### src/def_pickup_pkg.sv
// Overview of operation
// - pick-up when current exceeds current threshold
// - release below 97 percent of threshold
// - also need voltage and valid angle
// - four grounding types, unearthed default
// - current threshold in milli-nominal steps, 1.20
// - voltage threshold hundredth percent, default 20
// - multi-criteria option only in broad range
// - broad range border angle, default 45
// - compensated blinder, zero disables, default -90
// - grounded sector half width, default 88
// - grounded sector centre rotation, default zero
// - unearthed forward: current lags voltage 90
// - compensated forward: resistive current opposes voltage
// - settings may change while running
// - angle valid only above one percent squelch
// - reference polarity option inverts voltage
package def_pickup_pkg;
  // ********************************************
  // grounding types
  // ********************************************
  typedef enum logic [1:0] {
    GND_UNEARTHED   = 2'b00,
    GND_COMPENSATED = 2'b01,
    GND_GROUNDED    = 2'b10,
    GND_BROAD       = 2'b11
  } grounding_t;

  typedef enum logic [1:0] {
    ST_IDLE       = 2'b00,
    ST_UNEARTHED  = 2'b01,
    ST_COMPENSATE = 2'b10,
    ST_GROUNDED   = 2'b11
  } pick_state_t;

  // ********************************************
  // scaling: current in 0.001 In, voltage in 0.01 %Un, angle in 0.1 deg
  // ********************************************
  localparam int        MAG_W          = 18;
  localparam int        ANG_W          = 13;
  localparam logic [17:0] CUR_DEFAULT  = 18'h004B0;  // 1200 = 1.20 In
  localparam logic [17:0] VOLT_DEFAULT = 18'h007D0;  // 2000 = 20 %Un
  localparam logic [17:0] CUR_SQUELCH  = 18'h0000A;  // 10 = 0.01 In
  localparam logic [17:0] VOLT_SQUELCH = 18'h00064;  // 100 = 1 %Un
  localparam int        RESET_NUM      = 97;
  localparam int        RESET_DEN      = 100;
  localparam logic signed [12:0] ANG_90     = 13'sh0384;
  localparam logic signed [12:0] ANG_180    = 13'sh0708;
  localparam logic signed [12:0] ANG_360    = 13'sh0E10;
  localparam logic signed [12:0] BORDER_DEF = 13'sh01C2;  // 45.0
  localparam logic signed [12:0] BLIND_DEF  = -13'sh0384; // -90.0
  localparam logic signed [12:0] SIZE_DEF   = 13'sh0370;  // 88.0
  localparam logic signed [12:0] CENTRE_DEF = 13'sh0000;
endpackage

### src/def_pickup.sv
`timescale 1ns/1ps
module directional_earth_fault_pickup
  import def_pickup_pkg::*;
(
  // clock and reset
  input  wire logic                    ref_clk_in,
  input  wire logic                    sys_rst_in,
  // settings from the active group
  input  wire logic [1:0]              grounding_type_in,
  input  wire logic [MAG_W-1:0]        cur_thr_unearthed_in,
  input  wire logic [MAG_W-1:0]        cur_thr_compensated_in,
  input  wire logic [MAG_W-1:0]        volt_thr_unearthed_in,
  input  wire logic [MAG_W-1:0]        volt_thr_compensated_in,
  input  wire logic                    mcd_enable_in,
  input  wire logic signed [ANG_W-1:0] border_angle_in,
  input  wire logic signed [ANG_W-1:0] blinder_angle_in,
  input  wire logic signed [ANG_W-1:0] sector_size_in,
  input  wire logic signed [ANG_W-1:0] sector_centre_in,
  input  wire logic                    invert_reference_in,
  // measurements
  input  wire logic [MAG_W-1:0]        measured_magnitude_in,
  input  wire logic [MAG_W-1:0]        voltage_magnitude_in,
  input  wire logic signed [ANG_W-1:0] angle_in,
  input  wire logic                    mcd_fault_in,
  // results
  output logic                         pickup_out,
  output logic                         pickup_unearthed_out,
  output logic                         pickup_compensated_out,
  output logic                         angle_valid_out
);
  // ********************************************
  // helpers
  // ********************************************
  function automatic logic signed [ANG_W-1:0] wrap(input logic signed [ANG_W+1:0] a);
    logic signed [ANG_W+1:0] r;
    r = a;
    if (r > ANG_180) r = r - ANG_360;
    if (r <= -ANG_180) r = r + ANG_360;
    if (r > ANG_180) r = r - ANG_360;
    if (r <= -ANG_180) r = r + ANG_360;
    return r[ANG_W-1:0];
  endfunction

  // hysteresis compare: set above thr, hold until below 97 % of thr
  function automatic logic over(input logic [MAG_W-1:0] m, input logic [MAG_W-1:0] t,
                                input logic held);
    logic [MAG_W+7:0] ms;
    logic [MAG_W+7:0] ts;
    ms = {8'h00, m} * (MAG_W+8)'(RESET_DEN);
    ts = {8'h00, t} * (MAG_W+8)'(RESET_NUM);
    if (held) return ms >= ts;
    return m > t;
  endfunction

  // ********************************************
  // input synchronisers
  // ********************************************
  logic [MAG_W-1:0] im_s1, im_s2, um_s1, um_s2;
  logic signed [ANG_W-1:0] an_s1, an_s2;
  logic mcd_s1, mcd_s2;
  logic [MAG_W-1:0] next_im_s1, next_um_s1;
  logic signed [ANG_W-1:0] next_an_s1;
  logic next_mcd_s1;

  always_comb begin
    next_im_s1  = measured_magnitude_in;
    next_um_s1  = voltage_magnitude_in;
    next_an_s1  = angle_in;
    next_mcd_s1 = mcd_fault_in;
  end

  always_ff @(posedge ref_clk_in) begin
    if (sys_rst_in) begin
      im_s1  <= '0;
      im_s2  <= '0;
      um_s1  <= '0;
      um_s2  <= '0;
      an_s1  <= '0;
      an_s2  <= '0;
      mcd_s1 <= 1'b0;
      mcd_s2 <= 1'b0;
    end else begin
      im_s1  <= next_im_s1;
      im_s2  <= im_s1;
      um_s1  <= next_um_s1;
      um_s2  <= um_s1;
      an_s1  <= next_an_s1;
      an_s2  <= an_s1;
      mcd_s1 <= next_mcd_s1;
      mcd_s2 <= mcd_s1;
    end
  end

  // ********************************************
  // angle regions
  // ********************************************
  logic signed [ANG_W-1:0] phi, rel;
  logic valid, sq_pass, in_unearthed, in_comp, in_sector;
  grounding_t gtype;

  always_comb begin
    gtype   = grounding_t'(grounding_type_in);
    sq_pass = (im_s2 > CUR_SQUELCH) && (um_s2 > VOLT_SQUELCH);
    // inverted reference shifts by half a turn
    phi = invert_reference_in ? wrap({{2{an_s2[ANG_W-1]}}, an_s2} + ANG_180)
                              : an_s2;
    // unearthed: current lags voltage by 90, forward half plane
    in_unearthed = (phi < 0) && (phi > -ANG_180);
    // compensated: resistive component opposes voltage
    in_comp = (phi > ANG_90) || (phi < -ANG_90);
    // blinder narrows the lagging side of the resistive region
    if (blinder_angle_in != 0)
      in_comp = in_comp && !((phi < 0) && (phi >= -ANG_180 - blinder_angle_in));
    rel = wrap({{2{phi[ANG_W-1]}}, phi} - {{2{sector_centre_in[ANG_W-1]}}, sector_centre_in});
    in_sector = (rel <= sector_size_in) && (rel >= -sector_size_in);
    if (gtype == GND_BROAD) begin
      // border divides overlap between the two regions
      in_comp      = in_comp && !(phi < 0 && phi > -ANG_180 + border_angle_in);
      in_unearthed = in_unearthed && !in_comp;
    end
    valid = sq_pass;
  end

  // ********************************************
  // pick-up state
  // ********************************************
  logic pu_u, pu_c, next_pu_u, next_pu_c;
  logic cur_u, cur_c, volt_u, volt_c;

  always_comb begin
    cur_u  = over(im_s2, cur_thr_unearthed_in, pu_u);
    cur_c  = over(im_s2, cur_thr_compensated_in, pu_c);
    volt_u = over(um_s2, volt_thr_unearthed_in, pu_u);
    volt_c = over(um_s2, volt_thr_compensated_in, pu_c);
    next_pu_u = 1'b0;
    next_pu_c = 1'b0;
    unique case (gtype)
      GND_UNEARTHED:   next_pu_u = cur_u && volt_u && valid && in_unearthed;
      GND_COMPENSATED: next_pu_c = cur_c && volt_c && valid && in_comp;
      GND_GROUNDED:    next_pu_u = cur_u && volt_u && valid && in_sector;
      GND_BROAD: begin
        next_pu_u = cur_u && volt_u && valid && in_unearthed;
        next_pu_c = cur_c && volt_c && valid && in_comp
                    && (!mcd_enable_in || mcd_s2);
      end
    endcase
  end

  always_ff @(posedge ref_clk_in) begin
    if (sys_rst_in) begin
      pu_u <= 1'b0;
      pu_c <= 1'b0;
      angle_valid_out <= 1'b0;
    end else begin
      pu_u <= next_pu_u;
      pu_c <= next_pu_c;
      angle_valid_out <= valid;
    end
  end

  assign pickup_unearthed_out   = pu_u;
  assign pickup_compensated_out = pu_c;
  assign pickup_out             = pu_u | pu_c;
endmodule

### config.mk
export PLATFORM = sky130hd
export DESIGN_NAME = directional_earth_fault_pickup
export DESIGN_NICKNAME = d
export VERILOG_FILES = /design/src/def_pickup_pkg.sv /design/src/def_pickup.sv
export SDC_FILE = /design/constraint.sdc
export NUM_CORES = 1
export LEC_CHECK = 0
export BUFFER_PORTS_ARGS = -buffer_cell sky130_fd_sc_hd__buf_2
export CORE_ASPECT_RATIO = 0.8
export CORE_MARGIN = 4
export CORE_UTILIZATION = 58
export DETAILED_ROUTE_END_ITERATION = 10
export GPL_ROUTABILITY_DRIVEN = 0
export GPL_TIMING_DRIVEN = 0
export HOLD_SLACK_MARGIN = 0.03
export PLACE_DENSITY = 0.85
export SYNTH_ARGS = -nofsm -noshare
export SYNTH_HDL_FRONTEND = slang
export SYNTH_SLANG_ARGS = --single-unit
export TNS_END_PERCENT = 5
### constraint.sdc
create_clock -name ref_clk_in -period 37.8 [get_ports ref_clk_in]
set_input_delay 7.56 -clock ref_clk_in [delete_from_list [all_inputs] [get_ports ref_clk_in]]
set_output_delay 7.56 -clock ref_clk_in [all_outputs]
set_load 0.01 [all_outputs]
==> run_results.csv, run 1 <==
group,metric,value,unit
status,outcome,"completed",
clock_network,clk_latency,0.38,ns
synth,yosysUniqueCellTypes,101,
hold_path,whs_path_depth,1,
synth,yosys.area.top_type,"ha_1",
worst_setup_path,r2r-start,"an_s2[4]",
placed_design,hpwl,50390,µm
power,leakagePower,14.26,nW
clock_network,cts_setup_buffers,0,
floorplanning,io_pins,184,
worst_setup_path,cpMaxStageDelayCell,"o31ai_1",
floorplanning,die_h,189.4,µm
grt,grt_max_degree,23,
worst_setup_path,r2r-end,"pickup_unearthed_out",
grt,grt.total_usage,0.2539,
final_layout,syn_to_final_growth,8.052,%
worst_setup_path,critPathLaunch,"invert_reference_in",
clock_network,clk_pin_slew,0.09,ns
grt,antenna_found_initial,10,
floorplanning,die_w,234.7,µm
synth,synth_area,23850,µm²
grt,grt_pass1_wl,94880,µm
synth,synth.area.mux_share,0.01081,
grt,grt_pass1_vias,19631,
drt,post_drt_wl_per_cell,16.11,µm
power,p_per_area,63.46,nW/µm²
synth,yosysSeqAreaShare,0.08645,
synth,yosys.area_share.simple,0.1500,
timing,hold_viol,0,
floorplanning,initial_core_util,0.5871,
drt,num_vias,20685,
synth,synth-async-reset-ratio,0,
clock_network,cts_max_level,3,
timing,drv_slew,0,
synth,synth_compound_area_frac,0.1726,
timing,worstMarginPinSlew,0.8796,ns
synth,syn-num-nets,3856,
synth,ys_warn_count,0,
synth,synthTopCellsByArea,"ha_1, dfxtp_1, inv_1",
placed_design,io_buffers,183,
hold_path,holdPathEnd,"um_s2[3]",
power,ir_drop,0.1336,mV
synth,synth_top_area_frac,0.3682,
synth,synthAdderAreaFrac,0.4245,
clock_network,cts_tree,"built",
drt,drt_wl_total,58850,µm
hold_path,worstHoldPathType,"flip-flop to flip-flop",
worst_setup_path,slowest_delay,0.62,ns
flow_run,cap_violations,0,
floorplanning,dieArea,44450,µm²
timing,layout_min_cycle_time,18.18,ns
worst_setup_path,path_class,"input port to flip-flop",
timing,rsz0062_at_grt,"no",
synth,ys_ff_latch,103,
timing,fmax,0.05501,GHz
synth,syn_area_per_cell,8.205,µm²
synth,netlist_instances,2907,
final_layout,regArea,2062,µm²
synth,synthXorXnorAreaFrac,0.06483,
worst_setup_path,rr_worst_depth,71,
clock_network,numCtsBuffers,9,
hold_path,worstHoldStart,"um_s1[3]",
final_layout,multi_input_area,19620,µm²
timing,slew_headroom,0.4100,
clock_network,postCtsHoldBufs,0,
synth,synthTopCellsByCount,"ha_1, inv_1, a21oi_1",
clock_network,cts-root-buf,"clkbuf_16",
clock_network,cts.sinks,103,
timing,setup-tns-final,0,ns
synth,synth_top_family_by_area,"adder cells",
worst_setup_path,worstPathArrival,18.49,ns
timing,finalSetupViolCount,0,
drt,drt-initial-drc-count,1302,
worst_setup_path,crit_path_start_kind,"input port",
clock_network,cts-resized-gates,0,
timing,finClkSkew,0.01206,ns
worst_setup_path,crit_fanout,10,
drt,first_pass_iters,5,
floorplanning,rows,66,
worst_setup_path,end_kind,"flip-flop",
worst_setup_path,regToRegSetupSlack,21.66,ns
timing,post-route-period-util,0.4809,
synth,synth_edf_count,0,
placed_design,place_area,25450,µm²
drt,post-route-drc-count,0,
final_layout,fillCellCount,3437,
final_layout,final_nets,4050,
final_layout,drive_above_1_share,0.08725,
synth,synth.most_common_cell,"ha_1",
clock_network,cts_buffer_depth,2,
worst_setup_path,crit_required,38.11,ns
drt,vias_per_cell,5.662,
synth,synth-main-ff-cell,"dfxtp_1",
final_layout,final_area,25770,µm²
grt,overflow,0,
drt,final_antenna_net_count,0,
floorplanning,core,40630,µm²
## routing by layer
| metal | global-route usage | vias up | wire (µm) |
|---|---|---|---|
| met4 | 0.05950 | 12 | 1288 |
| met2 | 0.4166 | 659 | 25820 |
| met5 | 0 | - | 69 |
| met3 | 0.04529 | 95 | 4084 |
| met1 | 0.3494 | 9447 | 27580 |
| li1 | - | 10472 | - |
## where the power goes
group,internal [mW],switching [mW]
Sequential,0.114,0.00566
Combinational,0.610,0.806
Clock,0.0481,0.0527
Total,0.771,0.864
## placed cells by master (no fill, tap or decap), types with 7 or more instances in the layout
cell / n
ha_1: 702
dfxtp_1: 103
nand3_1: 61
nor4_1: 17
a21o_1: 74
or2_2: 10
and2_1: 8
nor3b_1: 9
o211ai_1: 12
nand2b_1: 66
a31o_2: 7
mux2i_1: 15
o31ai_1: 12
nand4_1: 48
nor2b_1: 141
a21boi_0: 25
buf_2: 194
inv_1: 531
xor2_1: 53
o21a_1: 35
o21ai_0: 149
a21oi_1: 150
a211o_1: 10
clkbuf_1: 22
or3_1: 14
nor3_1: 45
nand2_1: 101
and4_1: 8
fa_1: 67
a211oi_1: 20
o2111ai_1: 8
a31oi_1: 9
and3_1: 9
xnor2_1: 118
clkbuf_16: 9
nor2_1: 102
## worst max-delay path: cells and delay by family
kind,cells,cell delay (ns)
adder cells (fa/ha/maj),4,1.23
XOR/XNOR,4,1.39
multiplexers,4,0.86
buffers and inverters,7,1.74
AO/OA/AOI/OAI,20,4.89
AND/OR/NAND/NOR,8,0.80
## cell families after synthesis
logic type      count (synthesis)
compound gates                610
xor+xnor                      174
fa+ha+maj                     769
buf+inv                       568
flops                         103
mux                            24
simple gates                  659
## cell type report
type,count,area share
Clock inverter,7,0.003544
Clock buffer,9,0.008738
Buffer,37,0.006796
Tap cell,544,0.02641
Timing Repair Buffer,183,0.03554
Inverter,531,0.07733
Multi-Input combinational cell,2236,0.7613
Antenna cell,3,0.0002913
Sequential cell,103,0.08000
## state kept, by name (all words and copies together) (netlist names)
name                    flops
um_s1                      18
um_s2                      18
angle_valid_out             1
an_s2                      13
pickup_compensated_out      1
im_s2                      18
im_s1                      18
pickup_unearthed_out        1
mcd_s1                      1
mcd_s2                      1
an_s1                      13
## worst max path at each step
| stage | end | slack (ns) | cells past startpoint |
|---|---|---|---|
| 4_1_cts | pickup_unearthed_out | 19.82 | 50 |
| 2_1_floorplan | pickup_unearthed_out | 21.54 | 49 |
| 3_5_place_dp | pickup_unearthed_out | 19.48 | 50 |
| 6_report | pickup_unearthed_out | 19.62 | 47 |
| 5_1_grt | pickup_unearthed_out | 18.62 | 50 |
| 3_3_place_gp | pickup_unearthed_out | 19.67 | 50 |
## stage by stage
stage | hold WS (ns) | total power [mW] | util | cells | setup slack, ns
3_3_place_gp | 0.4170 | 1.466 | 0.6264 | 3634 | 19.67
4_1_cts | 0.4309 | 1.623 | 0.6342 | 3650 | 19.82
6_report | 0.4256 | 1.636 | 0.6344 | 3653 | 19.62
2_1_floorplan | 0.4138 | 1.217 | - | 2907 | 21.54
5_1_grt | 0.4465 | 1.824 | 0.6343 | 3652 | 18.62
3_5_place_dp | 0.4212 | 1.507 | 0.6264 | 3634 | 19.48
Power figures use the tool's default switching activity.
==> run 2, diff against run 1 <==
Settings changed: PLACE_DENSITY 0.85 to 0.88.
Clock period 37.8 ns to 14.55 ns, I/O delays scaled along.
==> run 2 against run 1 <==
Against the previous run: sequential cell count unchanged; worst setup slack worse by 19 ns; global-route usage up 1.1 points; via count up 2.2%; sequential share of layout area down 0.17 points; sequential power rose to 2.6 times the previous value; final area up 2.4%; clock-buffer cell count unchanged; critical path depth up 24; critical path type is now flip-flop to flip-flop; critical endpoint unchanged.
==> run_results.csv, run 2 (synthesis results as in run 1) <==
group,metric,value,unit
worst_setup_path,crit_required,14.85,ns
flow_run,cap_violations,0,
floorplanning,core,40630,µm²
power,switching_power,2.433,mW
power,internal_power,2.209,mW
worst_setup_path,crit_path_start_kind,"flip-flop",
drt,post-route-drc-count,0,
drt,vias_per_cell,5.750,
drt,final_antenna_net_count,0,
worst_setup_path,rr_worst_depth,71,
final_layout,mostFrequentLayoutCells,"ha_1, inv_1, buf_2, a21oi_1, o21ai_0",
hold_path,worstHoldPathType,"flip-flop to flip-flop",
worst_setup_path,regToRegSetupSlack,0.36,ns
timing,finClkSkew,0.01955,ns
clock_network,postCtsHoldBufs,0,
clock_network,cts.sinks,103,
final_layout,drive_above_1_share,0.1125,
worst_setup_path,critical_path.top_delay_family,"compound AO/OA/AOI/OAI gates",
worst_setup_path,crit_fanout,10,
clock_network,clk_pin_slew,0.09,ns
clock_network,clk_latency,0.38,ns
power,leakagePower,14.45,nW
drt,num_vias,21143,
floorplanning,initial_core_util,0.5871,
clock_network,cts-root-buf,"clkbuf_16",
worst_setup_path,cpMaxStageDelayCell,"or4_1",
placed_design,place_area,25450,µm²
timing,finalSetupViolCount,0,
power,power.share.sequential,0.067,
drt,drt-initial-drc-count,1534,
drt,drt_wl_total,61280,µm
timing,fmax,0.07049,GHz
floorplanning,rows,66,
worst_setup_path,path_class,"flip-flop to flip-flop",
power,p_per_area,175.9,nW/µm²
grt,antenna_found_initial,5,
power,power,4.641,mW
power,clkPwrFrac,0.056,
timing,layout_setup_ws,0.3635,ns
worst_setup_path,r2r-end,"pickup_unearthed_out",
timing,setup-tns-final,0,ns
timing,post-route-period-util,0.9750,
placed_design,io_buffers,183,
worst_setup_path,worstPathArrival,14.49,ns
timing,worstMarginPinSlew,0.8662,ns
grt,grt_max_degree,23,
final_layout,syn_to_final_growth,10.63,%
final_layout,final_nets,4072,
hold_path,whs_path_depth,1,
timing,slew_headroom,0.4226,
floorplanning,die_h,189.4,µm
floorplanning,io_pins,184,
power,pwr-share-comb,0.878,
placed_design,hpwl,50820,µm
drt,first_pass_iters,6,
placed_design,post-place-ws,-1.188,ns
clock_network,cts_buffer_depth,2,
worst_setup_path,crit_buf_inv,9,
worst_setup_path,critPathLaunch,"an_s2[4]",
clock_network,numCtsBuffers,9,
power,swShare,0.5241,
floorplanning,dieArea,44450,µm²
worst_setup_path,r2r-start,"an_s2[4]",
floorplanning,die_w,234.7,µm
final_layout,final_area,26390,µm²
worst_setup_path,slowest_delay,0.56,ns
timing,hold_viol,0,
timing,drv_slew,0,
hold_path,holdPathEnd,"um_s2[9]",
clock_network,cts_tree,"built",
grt,grt_pass1_wl,99080,µm
drt,post_drt_wl_per_cell,16.67,µm
timing,layout_min_cycle_time,14.19,ns
grt,grt_pass1_vias,20388,
worst_setup_path,end_kind,"flip-flop",
grt,grt.total_usage,0.2652,
final_layout,utilization,0.6495,
worst_setup_path,cpMostUsedCell,"mux2i_2",
final_layout,final_common_cell,"ha_1",
clock_network,cts_max_level,3,
status,outcome,"completed",
power,ir_drop,0.4432,mV
grt,overflow,0,
hold_path,worstHoldStart,"um_s1[9]",
## run 2: changes by cell type in the layout (fill, tap and decap cells not counted), moves of 4 or more
cell,previous run,this run
o21ai_1,4,9
o21ai_0,149,143
a21oi_1,150,146
ha_2,0,5
xor2_1,53,48
xnor2_1,118,112
ha_1,702,694
mux2i_1,15,9
xor2_2,0,4
mux2i_2,1,5
buf_4,0,26
## run 2: how the worst max path moves through the flow
stage | slack, ns | end | depth (start not counted)
3_3_place_gp | -0.98 | pickup_unearthed_out | 71
6_report | 0.36 | pickup_unearthed_out | 71
2_1_floorplan | 1.60 | pickup_unearthed_out | 72
4_1_cts | 0.03 | pickup_unearthed_out | 69
3_5_place_dp | -1.19 | pickup_unearthed_out | 71
5_1_grt | -0.21 | pickup_unearthed_out | 72
## run 2: repair_timing
item | CTS | global route
setup endpoints to repair | 1 | 1
pin swaps | 5 | 20
gates resized for setup | 20 | 72
setup buffers | 5 | 19
## run 2: power groups by stage
| stage | clock [mW] | sequential, mW | combinational [mW] |
|---|---|---|---|
| after detailed placement | 0 | 0.315 | 3.62 |
| after global placement | 0 | 0.315 | 3.52 |
| after floorplan | 0 | 0.308 | 2.85 |
| after global routing | 0.270 | 0.310 | 4.53 |
| final | 0.259 | 0.309 | 4.07 |
| after CTS | 0.262 | 0.309 | 3.75 |
## run 2: metrics by stage
step / hold WS, ns / instances
4_1_cts: 0.4253 / 3653
5_1_grt: 0.4316 / 3675
3_5_place_dp: 0.4239 / 3634
2_1_floorplan: 0.4138 / 2907
3_3_place_gp: 0.4158 / 3634
6_report: 0.4228 / 3677
## run 2: per-layer routing
| layer | up-vias | share of wire | global-route usage |
|---|---|---|---|
| li1 | 10528 | - | - |
| met1 | 9749 | 0.45 | 0.3587 |
| met2 | 721 | 0.45 | 0.4489 |
| met3 | 143 | 0.064 | 0.02825 |
| met4 | 2 | 0.031 | 0.07972 |
| met5 | - | 0.00031 | 0 |
## run 2: layout make-up
| type | instances | area [µm²] |
|---|---|---|
| Fill cell | 3265 | 14240 |
| Timing Repair Buffer | 207 | 1096 |
| Inverter | 531 | 1993 |
| Antenna cell | 5 | 12.51 |
| Buffer | 35 | 173.9 |
| Multi-Input combinational cell | 2236 | 20050 |
| Sequential cell | 103 | 2067 |
| Clock buffer | 9 | 225.2 |
| Tap cell | 544 | 680.7 |
| Clock inverter | 7 | 91.34 |
## run 2: worst register-to-register path: cells and delay by family (launching register included)
kind / cells / cell delay [ns]
compound gates: 31 / 6.44
simple gates: 13 / 2.00
buf+inv: 9 / 1.34
flops: 1 / 0.42
xor+xnor: 4 / 0.77
fa+ha+maj: 7 / 1.63
mux: 7 / 1.51
